**config.mk**
```make
export PLATFORM = sky130hd
export DESIGN_NAME = timer_channel_mode_control
export DESIGN_NICKNAME = d
export VERILOG_FILES = /design/src/design/timer_channel_pkg.sv /design/src/design/timer_channel_unit.sv /design/src/design/timer_channel_mode_control.sv
export VERILOG_INCLUDE_DIRS = /design/src /design/src/design
export SDC_FILE = /design/constraint.sdc
export NUM_CORES = 1
export LEC_CHECK = 0
export ABC_AREA = 1
export BUFFER_PORTS_ARGS = -buffer_cell sky130_fd_sc_hd__buf_4
export CAP_MARGIN = 0
export CORE_MARGIN = 1.5
export CORE_UTILIZATION = 60
export DETAILED_ROUTE_END_ITERATION = 16
export PLACE_DENSITY = 0.77
export SLEW_MARGIN = 20
export SYNTH_ARGS = -nofsm -noshare
export SYNTH_HDL_FRONTEND = slang
export SYNTH_SLANG_ARGS = --single-unit
```
**constraint.sdc**
```tcl
create_clock -name core_clk -period 2.4 [get_ports core_clk]
set_input_delay 0.24 -clock core_clk [delete_from_list [all_inputs] [get_ports core_clk]]
set_output_delay 0.24 -clock core_clk [all_outputs]
set_load 0.05 [all_outputs]
```
**src/design/timer_channel_params.svh**
```systemverilog
`ifndef TIMER_CHANNEL_PARAMS_SVH
`define TIMER_CHANNEL_PARAMS_SVH

`define TCH_NUM_CHANNELS 6
`define TCH_CNT_WIDTH 16
`define TCH_ADDR_WIDTH 8
`define TCH_CSC_BASE 8'h0C
`define TCH_CV_BASE 8'h10
`define TCH_CH_STRIDE 8'h08
`define TCH_BIT_FLAG 7
`define TCH_BIT_IRQ_EN 6
`define TCH_BIT_MODE_HI 5
`define TCH_BIT_MODE_LO 2
`define TCH_BIT_DMA_EN 0
`define TCH_MODE_RESET 4'h0
`define TCH_CV_RESET 16'h0000

`endif

```
**src/design/timer_channel_pkg.sv**
```systemverilog
package timer_channel_pkg;

    // Channel function, Gray coded along disabled -> compare -> capture -> PWM.
    typedef enum logic [2:0] {
        FN_OFF = 3'h0,
        FN_SWCMP = 3'h1,
        FN_CAPTURE = 3'h3,
        FN_OCMP = 3'h2,
        FN_EPWM = 3'h6,
        FN_PULSE = 3'h7,
        FN_CPWM = 3'h5
    } chan_fn_t;

endpackage

```
**src/design/timer_channel_unit.sv**
```systemverilog
`timescale 1ns/1ns
`include "timer_channel_params.svh"

module timer_channel_unit
    import timer_channel_pkg::*;
#(
    parameter int CNT_W = `TCH_CNT_WIDTH
)
(
    input wire logic core_clk,
    input wire logic rst,
    input wire logic [1:0] mode_select_pair,
    input wire logic [1:0] edge_level_pair,
    input wire logic center_align_select,
    input wire logic [CNT_W-1:0] counter,
    input wire logic counter_tick,
    input wire logic counting_down,
    input wire logic counter_reload,
    input wire logic [CNT_W-1:0] channel_value,
    input wire logic pin_sync,
    output logic chan_event,
    output logic capture,
    output logic pin_out,
    output logic pin_out_en
);

    function automatic chan_fn_t decode_fn(input logic [1:0] ms, input logic [1:0] els,
                                           input logic cpwm);
        chan_fn_t fn;
        fn = FN_SWCMP;
        if (ms == 2'h0 && els == 2'h0)
            fn = FN_OFF;
        else if (els == 2'h0)
            fn = FN_SWCMP;
        else if (cpwm)
        begin
            if (ms == 2'h2)
                fn = FN_CPWM;
        end
        else
        begin
            case (ms)
                2'h0: fn = FN_CAPTURE;
                2'h1: fn = FN_OCMP;
                2'h2: fn = FN_EPWM;
                2'h3: fn = FN_PULSE;
                default: fn = FN_SWCMP;
            endcase
        end
        return fn;
    endfunction

    chan_fn_t fn;
    logic match;
    logic pin_prev_q;
    logic pin_prev_d;
    logic out_q;
    logic out_d;
    logic rise;
    logic fall;

    assign fn = decode_fn(mode_select_pair, edge_level_pair, center_align_select);
    assign match = counter_tick && (counter == channel_value);
    assign rise = pin_sync && !pin_prev_q;
    assign fall = !pin_sync && pin_prev_q;

    always_comb
    begin
        pin_prev_d = pin_sync;
        out_d = out_q;
        capture = 1'b0;
        chan_event = 1'b0;
        case (fn)
            FN_OFF:
                out_d = 1'b0;
            FN_SWCMP:
                chan_event = match;
            FN_CAPTURE:
            begin
                capture = (edge_level_pair[0] && rise) || (edge_level_pair[1] && fall);
                chan_event = capture;
            end
            FN_OCMP:
            begin
                chan_event = match;
                if (match)
                begin
                    case (edge_level_pair)
                        2'h1: out_d = !out_q;
                        2'h2: out_d = 1'b0;
                        default: out_d = 1'b1;
                    endcase
                end
            end
            FN_EPWM:
            begin
                chan_event = match;
                if (match)
                    out_d = edge_level_pair[0];
                else if (counter_reload)
                    out_d = !edge_level_pair[0];
            end
            FN_PULSE:
            begin
                chan_event = match;
                // One clock pulse at the match, idle level otherwise.
                out_d = match ? edge_level_pair[0] : !edge_level_pair[0];
            end
            FN_CPWM:
            begin
                chan_event = match;
                if (match)
                    out_d = counting_down ^ edge_level_pair[0];
            end
            default:
                out_d = 1'b0;
        endcase
    end

    always_ff @(posedge core_clk)
    begin
        if (rst)
        begin
            pin_prev_q <= 1'b0;
            out_q <= 1'b0;
        end
        else
        begin
            pin_prev_q <= pin_prev_d;
            out_q <= out_d;
        end
    end

    assign pin_out = out_q;
    assign pin_out_en = (fn == FN_OCMP) || (fn == FN_EPWM) || (fn == FN_PULSE) ||
                        (fn == FN_CPWM);

endmodule // timer_channel_unit

```
**src/design/timer_channel_mode_control.sv**
```systemverilog
// How it works
// - Mode and edge bits zero disable channel.
// - Nonzero mode, zero edge: software compare only.
// - Mode 00 captures rising, falling or both edges.
// - Mode 01 toggles, clears or sets on match.
// - Edge PWM high-true: low on match, high reload.
// - Edge PWM low-true: high on match, low reload.
// - Mode 11 pulses output low or high.
// - Center PWM high-true: clear up, set down.
// - Center PWM low-true: set up, clear down.
// - Channel events set flag at bit 7.
// - Writing one clears flag; zero does nothing.
// - New event before clear keeps flag set.
// - Bit 6 gates flag onto interrupt request while bit 0 is clear.
// - Mode bits read back only once acknowledged.
// - Bit 0 enables channel DMA requests.
// - Bits 31 to 8 and 1 read zero.
// - Six control registers at 0xC plus 8 each.
// - Center select picks up-down mode column.
// - Value register holds capture or match value.
//
// Design decision made here: the strobed register port.
`timescale 1ns/1ns
`include "timer_channel_params.svh"

module timer_channel_mode_control
    import timer_channel_pkg::*;
#(
    parameter int NUM_CH = `TCH_NUM_CHANNELS,
    parameter int CNT_W = `TCH_CNT_WIDTH
)
(
    input wire logic core_clk,
    input wire logic rst,
    input wire logic [`TCH_ADDR_WIDTH-1:0] reg_addr,
    input wire logic [31:0] reg_wdata,
    input wire logic reg_wr,
    input wire logic reg_rd,
    output logic [31:0] reg_rdata,
    input wire logic [CNT_W-1:0] counter,
    input wire logic counter_tick,
    input wire logic counting_down,
    input wire logic counter_reload,
    input wire logic center_align_select,
    input wire logic [NUM_CH-1:0] chan_pin_in,
    output logic [NUM_CH-1:0] chan_pin_out,
    output logic [NUM_CH-1:0] chan_pin_oe,
    output logic [NUM_CH-1:0] chan_irq,
    output logic [NUM_CH-1:0] chan_dma_req
);

    // Returns 1 when addr is base + stride * idx for the given channel index idx.
    function automatic logic hit(input logic [`TCH_ADDR_WIDTH-1:0] addr,
                                 input logic [`TCH_ADDR_WIDTH-1:0] base,
                                 input int idx);
        logic [`TCH_ADDR_WIDTH-1:0] off;
        off = `TCH_ADDR_WIDTH'(idx * `TCH_CH_STRIDE);
        return addr == base + off;
    endfunction

    logic [NUM_CH-1:0] flag_q;
    logic [NUM_CH-1:0] flag_d;
    logic [NUM_CH-1:0] again_q;
    logic [NUM_CH-1:0] again_d;
    logic [NUM_CH-1:0] irq_en_q;
    logic [NUM_CH-1:0] irq_en_d;
    logic [NUM_CH-1:0] dma_en_q;
    logic [NUM_CH-1:0] dma_en_d;
    logic [3:0] mode_wr_q [NUM_CH];
    logic [3:0] mode_wr_d [NUM_CH];
    logic [3:0] mode_ack_q [NUM_CH];
    logic [3:0] mode_ack_d [NUM_CH];
    logic [CNT_W-1:0] value_q [NUM_CH];
    logic [CNT_W-1:0] value_d [NUM_CH];
    logic [31:0] rdata_q;
    logic [31:0] rdata_d;
    logic center_sel_q;
    logic center_sel_d;
    logic [NUM_CH-1:0] pin_meta_q;
    logic [NUM_CH-1:0] pin_sync_q;
    logic [NUM_CH-1:0] chan_event;
    logic [NUM_CH-1:0] capture;
    logic [NUM_CH-1:0] ctrl_wr;
    logic [NUM_CH-1:0] ctrl_rd;
    logic [NUM_CH-1:0] value_wr;
    logic [NUM_CH-1:0] value_rd;

    // Pin inputs pass two flops before the channel logic looks at them.
    always_ff @(posedge core_clk)
    begin
        if (rst)
        begin
            pin_meta_q <= '0;
            pin_sync_q <= '0;
        end
        else
        begin
            pin_meta_q <= chan_pin_in;
            pin_sync_q <= pin_meta_q;
        end
    end

    // One unit per channel; all units share the counter inputs.
    generate
        for (genvar i = 0; i < NUM_CH; i++)
        begin : g_chan
            timer_channel_unit #(
                .CNT_W(CNT_W)
            ) u_unit (
                .core_clk(core_clk),
                .rst(rst),
                .mode_select_pair(mode_ack_q[i][3:2]),
                .edge_level_pair(mode_ack_q[i][1:0]),
                .center_align_select(center_sel_q),
                .counter(counter),
                .counter_tick(counter_tick),
                .counting_down(counting_down),
                .counter_reload(counter_reload),
                .channel_value(value_q[i]),
                .pin_sync(pin_sync_q[i]),
                .chan_event(chan_event[i]),
                .capture(capture[i]),
                .pin_out(chan_pin_out[i]),
                .pin_out_en(chan_pin_oe[i])
            );
        end
    endgenerate

    // Register strobes decoded once per channel for every group below.
    always_comb
    begin
        for (int i = 0; i < NUM_CH; i++)
        begin
            ctrl_wr[i] = reg_wr && hit(reg_addr, `TCH_CSC_BASE, i);
            ctrl_rd[i] = reg_rd && hit(reg_addr, `TCH_CSC_BASE, i);
            value_wr[i] = reg_wr && hit(reg_addr, `TCH_CV_BASE, i);
            value_rd[i] = reg_rd && hit(reg_addr, `TCH_CV_BASE, i);
        end
    end

    // Interrupt and DMA enables follow every control write.
    always_comb
    begin
        irq_en_d = irq_en_q;
        dma_en_d = dma_en_q;
        for (int i = 0; i < NUM_CH; i++)
        begin
            if (ctrl_wr[i])
            begin
                irq_en_d[i] = reg_wdata[`TCH_BIT_IRQ_EN];
                dma_en_d[i] = reg_wdata[`TCH_BIT_DMA_EN];
            end
        end
    end

    always_ff @(posedge core_clk)
    begin
        if (rst)
        begin
            irq_en_q <= '0;
            dma_en_q <= '0;
        end
        else
        begin
            irq_en_q <= irq_en_d;
            dma_en_q <= dma_en_d;
        end
    end

    // Event flags: a hardware set wins over a clear in the same cycle.
    always_comb
    begin
        flag_d = flag_q;
        again_d = again_q;
        for (int i = 0; i < NUM_CH; i++)
        begin
            if (ctrl_wr[i] && reg_wdata[`TCH_BIT_FLAG])
            begin
                // A clear attempt after a second event is dropped once.
                if (!again_q[i])
                    flag_d[i] = 1'b0;
                again_d[i] = 1'b0;
            end
            if (chan_event[i])
            begin
                if (flag_q[i])
                    again_d[i] = 1'b1;
                flag_d[i] = 1'b1;
            end
        end
    end

    always_ff @(posedge core_clk)
    begin
        if (rst)
        begin
            flag_q <= '0;
            again_q <= '0;
        end
        else
        begin
            flag_q <= flag_d;
            again_q <= again_d;
        end
    end

    // The center-align select is registered once before the channels use it.
    always_comb
    begin
        center_sel_d = center_align_select;
        for (int i = 0; i < NUM_CH; i++)
        begin
            mode_wr_d[i] = mode_wr_q[i];
            // The staged mode is taken over by the counter side one cycle later;
            // software must pass through disabled first.
            mode_ack_d[i] = mode_wr_q[i];
            if (ctrl_wr[i])
                mode_wr_d[i] = reg_wdata[`TCH_BIT_MODE_HI:`TCH_BIT_MODE_LO];
        end
    end

    always_ff @(posedge core_clk)
    begin
        if (rst)
            center_sel_q <= 1'b0;
        else
            center_sel_q <= center_sel_d;
        for (int i = 0; i < NUM_CH; i++)
        begin
            if (rst)
            begin
                mode_wr_q[i] <= `TCH_MODE_RESET;
                mode_ack_q[i] <= `TCH_MODE_RESET;
            end
            else
            begin
                mode_wr_q[i] <= mode_wr_d[i];
                mode_ack_q[i] <= mode_ack_d[i];
            end
        end
    end

    // Value writes are ignored while the channel is disabled or capturing.
    always_comb
    begin
        for (int i = 0; i < NUM_CH; i++)
        begin
            value_d[i] = value_q[i];
            if (value_wr[i] && mode_ack_q[i] != 4'h0 && mode_ack_q[i][3:2] != 2'h0)
                value_d[i] = reg_wdata[CNT_W-1:0];
            // A capture wins over a software write in the same cycle.
            if (capture[i])
                value_d[i] = counter;
        end
    end

    always_ff @(posedge core_clk)
    begin
        for (int i = 0; i < NUM_CH; i++)
        begin
            if (rst)
                value_q[i] <= `TCH_CV_RESET;
            else
                value_q[i] <= value_d[i];
        end
    end

    // Read data stand in the cycle after the strobe and are zero otherwise.
    always_comb
    begin
        rdata_d = 32'h0000_0000;
        for (int i = 0; i < NUM_CH; i++)
        begin
            if (ctrl_rd[i])
            begin
                rdata_d[`TCH_BIT_FLAG] = flag_q[i];
                rdata_d[`TCH_BIT_IRQ_EN] = irq_en_q[i];
                rdata_d[`TCH_BIT_MODE_HI:`TCH_BIT_MODE_LO] = mode_ack_q[i];
                rdata_d[`TCH_BIT_DMA_EN] = dma_en_q[i];
            end
            // Value registers read back in the low half; the upper bits stay zero.
            if (value_rd[i])
                rdata_d[CNT_W-1:0] = value_q[i];
        end
    end

    always_ff @(posedge core_clk)
    begin
        if (rst)
            rdata_q <= 32'h0000_0000;
        else
            rdata_q <= rdata_d;
    end

    assign reg_rdata = rdata_q;
    // A DMA request takes the place of the interrupt for the same event.
    assign chan_dma_req = flag_q & dma_en_q;
    assign chan_irq = flag_q & irq_en_q & ~dma_en_q;

endmodule // timer_channel_mode_control

```
### Word-level counts from Yosys, hierarchy flattened

Memories as Yosys holds them, arrays and structs flattened.
Index checks and enable logic that the tools add are counted.

* bits of input ports: 70
* output and inout bits: 56
* RAM bits: 144
* memories: 3
* logic and storage cells: 538
* bits in registers: 81

* reductions and logical operators: 180
* eq/ne operators: 108
* multiplexer cells: 177
* bitwise logic cells: 34

Memories
* value_q: depth 6, bits a word 16, read ports 6, clocked after memory_dff 0, wr ports 6, line timer_channel_mode_control.sv:73 `logic [CNT_W-1:0] value_q [NUM_CH];`
* mode_ack_q: depth 6, bits a word 4, read ports 6, clocked after memory_dff 0, wr ports 6, line timer_channel_mode_control.sv:71 `logic [3:0] mode_ack_q [NUM_CH];`
* mode_wr_q: depth 6, bits a word 4, read ports 6, clocked after memory_dff 0, wr ports 6, line timer_channel_mode_control.sv:69 `logic [3:0] mode_wr_q [NUM_CH];`

Operator list (number)
* 16-bit 2-to-1 mux: 24
* 16-bit == test: 6
* 1-bit 2-to-1 mux: 81
* 1-bit logical AND: 78
* 3-bit 2-to-1 mux: 24
* 4-bit 2-to-1 mux: 18
* 3-bit one-hot mux with 4 select lines: 6
* 8-bit by 6-bit == test with 1-bit output (second input constant): 7
* 3-bit == test (second input constant): 18
* 2-bit == test (second input constant): 18
* 3-bit by 2-bit == test with 1-bit output (second input constant): 12
* 6-bit 2-to-1 mux: 6
* 2-bit by 1-bit inequality test with 1-bit output (second input constant): 18
* 8-bit by 5-bit == test with 1-bit output (second input constant): 4
* 1-bit one-hot mux with 5 select lines: 6
* 5-bit OR reduction: 6
* 2-bit by 1-bit == test with 1-bit output (second input constant): 12
* 1-bit logical NOT: 24
* 2-bit logical NOT: 12
* 1-bit logical OR: 24
* 1-bit one-hot mux with 2 select lines: 12
* 4-bit AND reduction: 6
* 2-bit nonzero test: 12
* 4-bit nonzero test: 6
* other kinds (10): 59

### Logic depth before layout (Yosys ltp)

* word-level depth: 14
* gate-level depth with buffers: 15
* mapped depth without buffers: 14

### Hierarchy

Synthesis repeated with hierarchy kept, for this count alone.

* cell total of the unflattened synthesis: 1937
* area, all modules: 12389.4 um^2

By module, submodules not included
* timer_channel_mode_control: instances 1, area each 8710.9 um^2, cells each 1205, seq. area each 3943.8 um^2
* timer_channel_unit at g_chan[1].u_unit ...: instances 4, area each 604.3 um^2, cells each 121, seq. area each 40.0 um^2
* timer_channel_unit at g_chan[0].u_unit: instances 1, area each 663.1 um^2, cells each 130, seq. area each 40.0 um^2
* timer_channel_unit at g_chan[5].u_unit: instances 1, area each 598.1 um^2, cells each 118, seq. area each 40.0 um^2

### Least setup slack after synthesis

Ideal clock, no wire load.

* path type: register to register
* start: memory mode_ack_q[3][3]
* end: memory value_q[3][4] (netlist bit)
* data arrival time: 1626 ps
* stages on the path, launching flop included: 13
* period minus slack after synthesis: 1765 ps
* library setup time: 140 ps
* required time: 2260 ps
* path buffers: 2
* path slack: 635 ps
* cells stage by stage: dfxtp_1 -> inv_1 -> ha_1 -> inv_1 -> nor2_2 -> nor2_2 -> and2_1 -> buf_6 -> inv_4 -> buf_6 -> o21ai_0 -> a21oi_1 -> a211oi_2

RTL lines (line)
* start: declaration: timer_channel_mode_control.sv:71
* end: declaration: timer_channel_mode_control.sv:73

==> reports/results.tsv <==
metric	value	unit
nFillCells	1745	
hold_ws	0.04445	ns
num-nets-final	1895	
grt_overflow	0	
synth_area	11840	µm²
hpwl	26320	µm
avgSynthCellArea	6.727	µm²
fin_worst_skew	0.01428	ns
hold_class	in -> reg	
grt_pass1_vias	10950	
fin_crit_sh	94.41	%
synth_mux_area_share	0	%
synth_top_family_by_area	simple AND/OR/NAND/NOR gates	
final_cells	2089	
grt_max_degree	99	
clk_latency	0.51	ns
gp_congestion	1.008	
synthDistinctLibCells	53	
clkPwrFrac	47.6	%
post_cts_buffers	0	
required	2.16	ns
max_slew_margin	63.25	%
ys_warn_count	0	
h-tree-depth	1	
powerDensity	575.5	nW/µm²
status	completed	
drtIter0Drc	1251	
synth-seq-cells	209	
p_int	0.005874	W
synth_adder_area_share	1.691	%
antenna_found_initial	0	
leakagePower	5.476	nW
coreArea	19400	µm²
dp_cells	2042	
switching_share	24.07	%
port_buffers	93	
cts_tree	built	
vias_per_cell	5.852	
setup-tns-final	0	ns
vdd_ir_drop_max	0.5233	mV
cp.arrival	2.03	ns
drt_first_pass_iters	5	
ys.flop_type	dfxtp_1	
ioPinCount	126	
vias	12230	
n_antenna_cell	0	
dieHeight	143.5	µm
die_x	143.5	µm
synth_area_leaders	dfxtp_1 35%, nand2_1 9.5%, o21ai_0 8.0%, a21oi_1 6.7%, inv_1 6.4%	
synth_edf_count	0	
period_minus_slack	2.266	ns
initial_core_util	61.03	%
met2_usage	56.38	%
grt-busiest-layer	met2	
drtAntennaViolNets	0	
dieArea	20580	µm²
startpoint_type	flip-flop	
routed_wl	36950	µm
rows	51	
synthCells	1760	
synth_seq_area_share	35.34	%
clock-sinks	209	
hold_viol_final	0	
drc_errors	0	
crit_type	reg -> out	
worstMarginPinSlew	0.5507	ns
final_cell_mix	300 x nand2_1, 208 x dfxtp_1, 202 x inv_1	
p_sw	0.001862	W
synth_top_area_cell	dfxtp_1	
maxCapViolCount	0	
synthArstFlopShare	0	%
setup_viol	0	
cts_made_buffers	23	
grt_first_pass_wirelength	57620	µm
r2r_setup_slack	0.34	ns
synth_xor_area_share	2.663	%
post-place-ws	0.2532	ns
yosys.area_share.simple	23.65	%
layout_setup_ws	0.1341	ns
rsz0062_at_grt	no	
fmax	441.3	MHz
grt.total_usage	35.91	%
end_kind	primary output	
final_common_cell	nand2_1	
clockBufferDepth	3	
wl_per_cell	17.69	µm
sequentialPowerShare	45.1	%
area_growth	13.55	%
synth_compound_area_share	23.48	%
synth_top_area_share	35.34	%
drive_gt1_share	13.16	%
use_met3	6.531	%
clk_pin_slew	0.06	ns
clk_root_buffer_cell	clkbuf_16	
pwr-share-comb	7.2	%
cp_max_fo	4	
slew_viol_final	0	
grtUsageMet1	49.11	%
[final cells by class]
| type | instances | area (µm²) | share of cell area, % |
|---|---|---|---|
| Clock inverter | 10 | 131.4 | 0.9773 |
| Clock buffer | 30 | 651.9 | 4.849 |
| Sequential cell | 209 | 4185 | 31.13 |
| Multi-Input combinational cell | 1211 | 6173 | 45.92 |
| Inverter | 228 | 868.3 | 6.459 |
| Tap cell | 265 | 331.6 | 2.466 |
| Timing Repair Buffer | 136 | 1101 | 8.191 |
[repair_timing]
action | in CTS | in global routing
endpoints found under the setup margin | 1 | 2
pin swaps | 0 | 0
resized for setup | 1 | 2
hold buffers | 7 | 0
endpoints found under the hold margin | 7 | 0
[flip-flops by register name, summed over array words and instances (netlist names)]
name and flops:
center_sel_q 1, mode_ack_q 24, g_chan.u_unit.pin_out 6, value_q 96, flag_q 6, again_q 6
dma_en_q 6, g_chan.u_unit.pin_prev_q 6, mode_wr_q 24, pin_sync_q 6, pin_meta_q 6, irq_en_q 6
reg_rdata 16
[stage by stage]
stage / instance area [µm²] / total power [W] / utilization [%]
after floorplan: 11900 / 0.003910 / -
after global placement: 12580 / 0.004093 / 64.85
after detailed placement: 12580 / 0.004099 / 64.85
after CTS: 13430 / 0.007742 / 69.25
after global routing: 13440 / 0.007942 / 69.30
final: 13440 / 0.007736 / 69.30
[cell families (layout without fill, tap and decap cells)]
| group | after synthesis | in the layout |
|---|---|---|
| adder cells (fa/ha/maj) | 16 | 16 |
| other | 1 | 16 |
| AND/OR/NAND/NOR | 649 | 649 |
| AO/OA/AOI/OAI | 494 | 494 |
| XOR/XNOR | 36 | 36 |
| buffers and inverters | 355 | 404 |
| flip-flops | 209 | 209 |
[worst max-delay path, cell delays in order, from the launching register on]
cell and delay (ns):
dfxtp_1 0.38, inv_1 0.08, ha_1 0.19, o21ai_1 0.12, inv_1 0.09, a21oi_2 0.15
inv_1 0.12, nor2_4 0.14, inv_1 0.06, buf_4 0.18
[worst paths after layout]
path                                                  start                          end  cells after the start
worst min register to register     pin_meta_q[1]$_SDFF_PP0_     pin_sync_q[1]$_SDFF_PP0_                      2
worst max register to register      center_sel_q$_SDFF_PP0_   value_q[3][9]$_SDFFE_PP0P_                     11
worst min-delay path                          reg_wdata[14]  value_q[2][14]$_SDFFE_PP0P_                      3
worst max-delay path            mode_ack_q[2][2]$_SDFF_PP0_               chan_pin_oe[2]                      9
[power by group through the flow]
stage	registers (W)	clock network [W]	logic [W]
after global placement	0.00357	0	0.000524
after floorplan	0.00357	0	0.000345
after global routing	0.00349	0.00386	0.000592
after detailed placement	0.00357	0	0.000529
final	0.00349	0.00368	0.000561
after CTS	0.00349	0.00371	0.000541
[cells in the mapped netlist (14+ instances only)]
cell	count
nand4_1	35
nor2_1	201
clkbuf_1	51
inv_2	18
o21ai_1	33
ha_1	16
a31oi_1	21
o21ai_0	189
inv_1	203
dfxtp_1	209
xor2_1	14
buf_2	31
buf_4	33
nand3_1	56
a21oi_1	158
o22ai_1	27
nand2_1	300
a211oi_1	25
xnor2_1	22
[layer usage]
metal  routed length, µm  share of wire (%)
met3                3772                 10
met2               16260                 44
met5                   0                  0
met1               15400                 42
met4                1519                4.1
(Power assumes the default switching activity.)
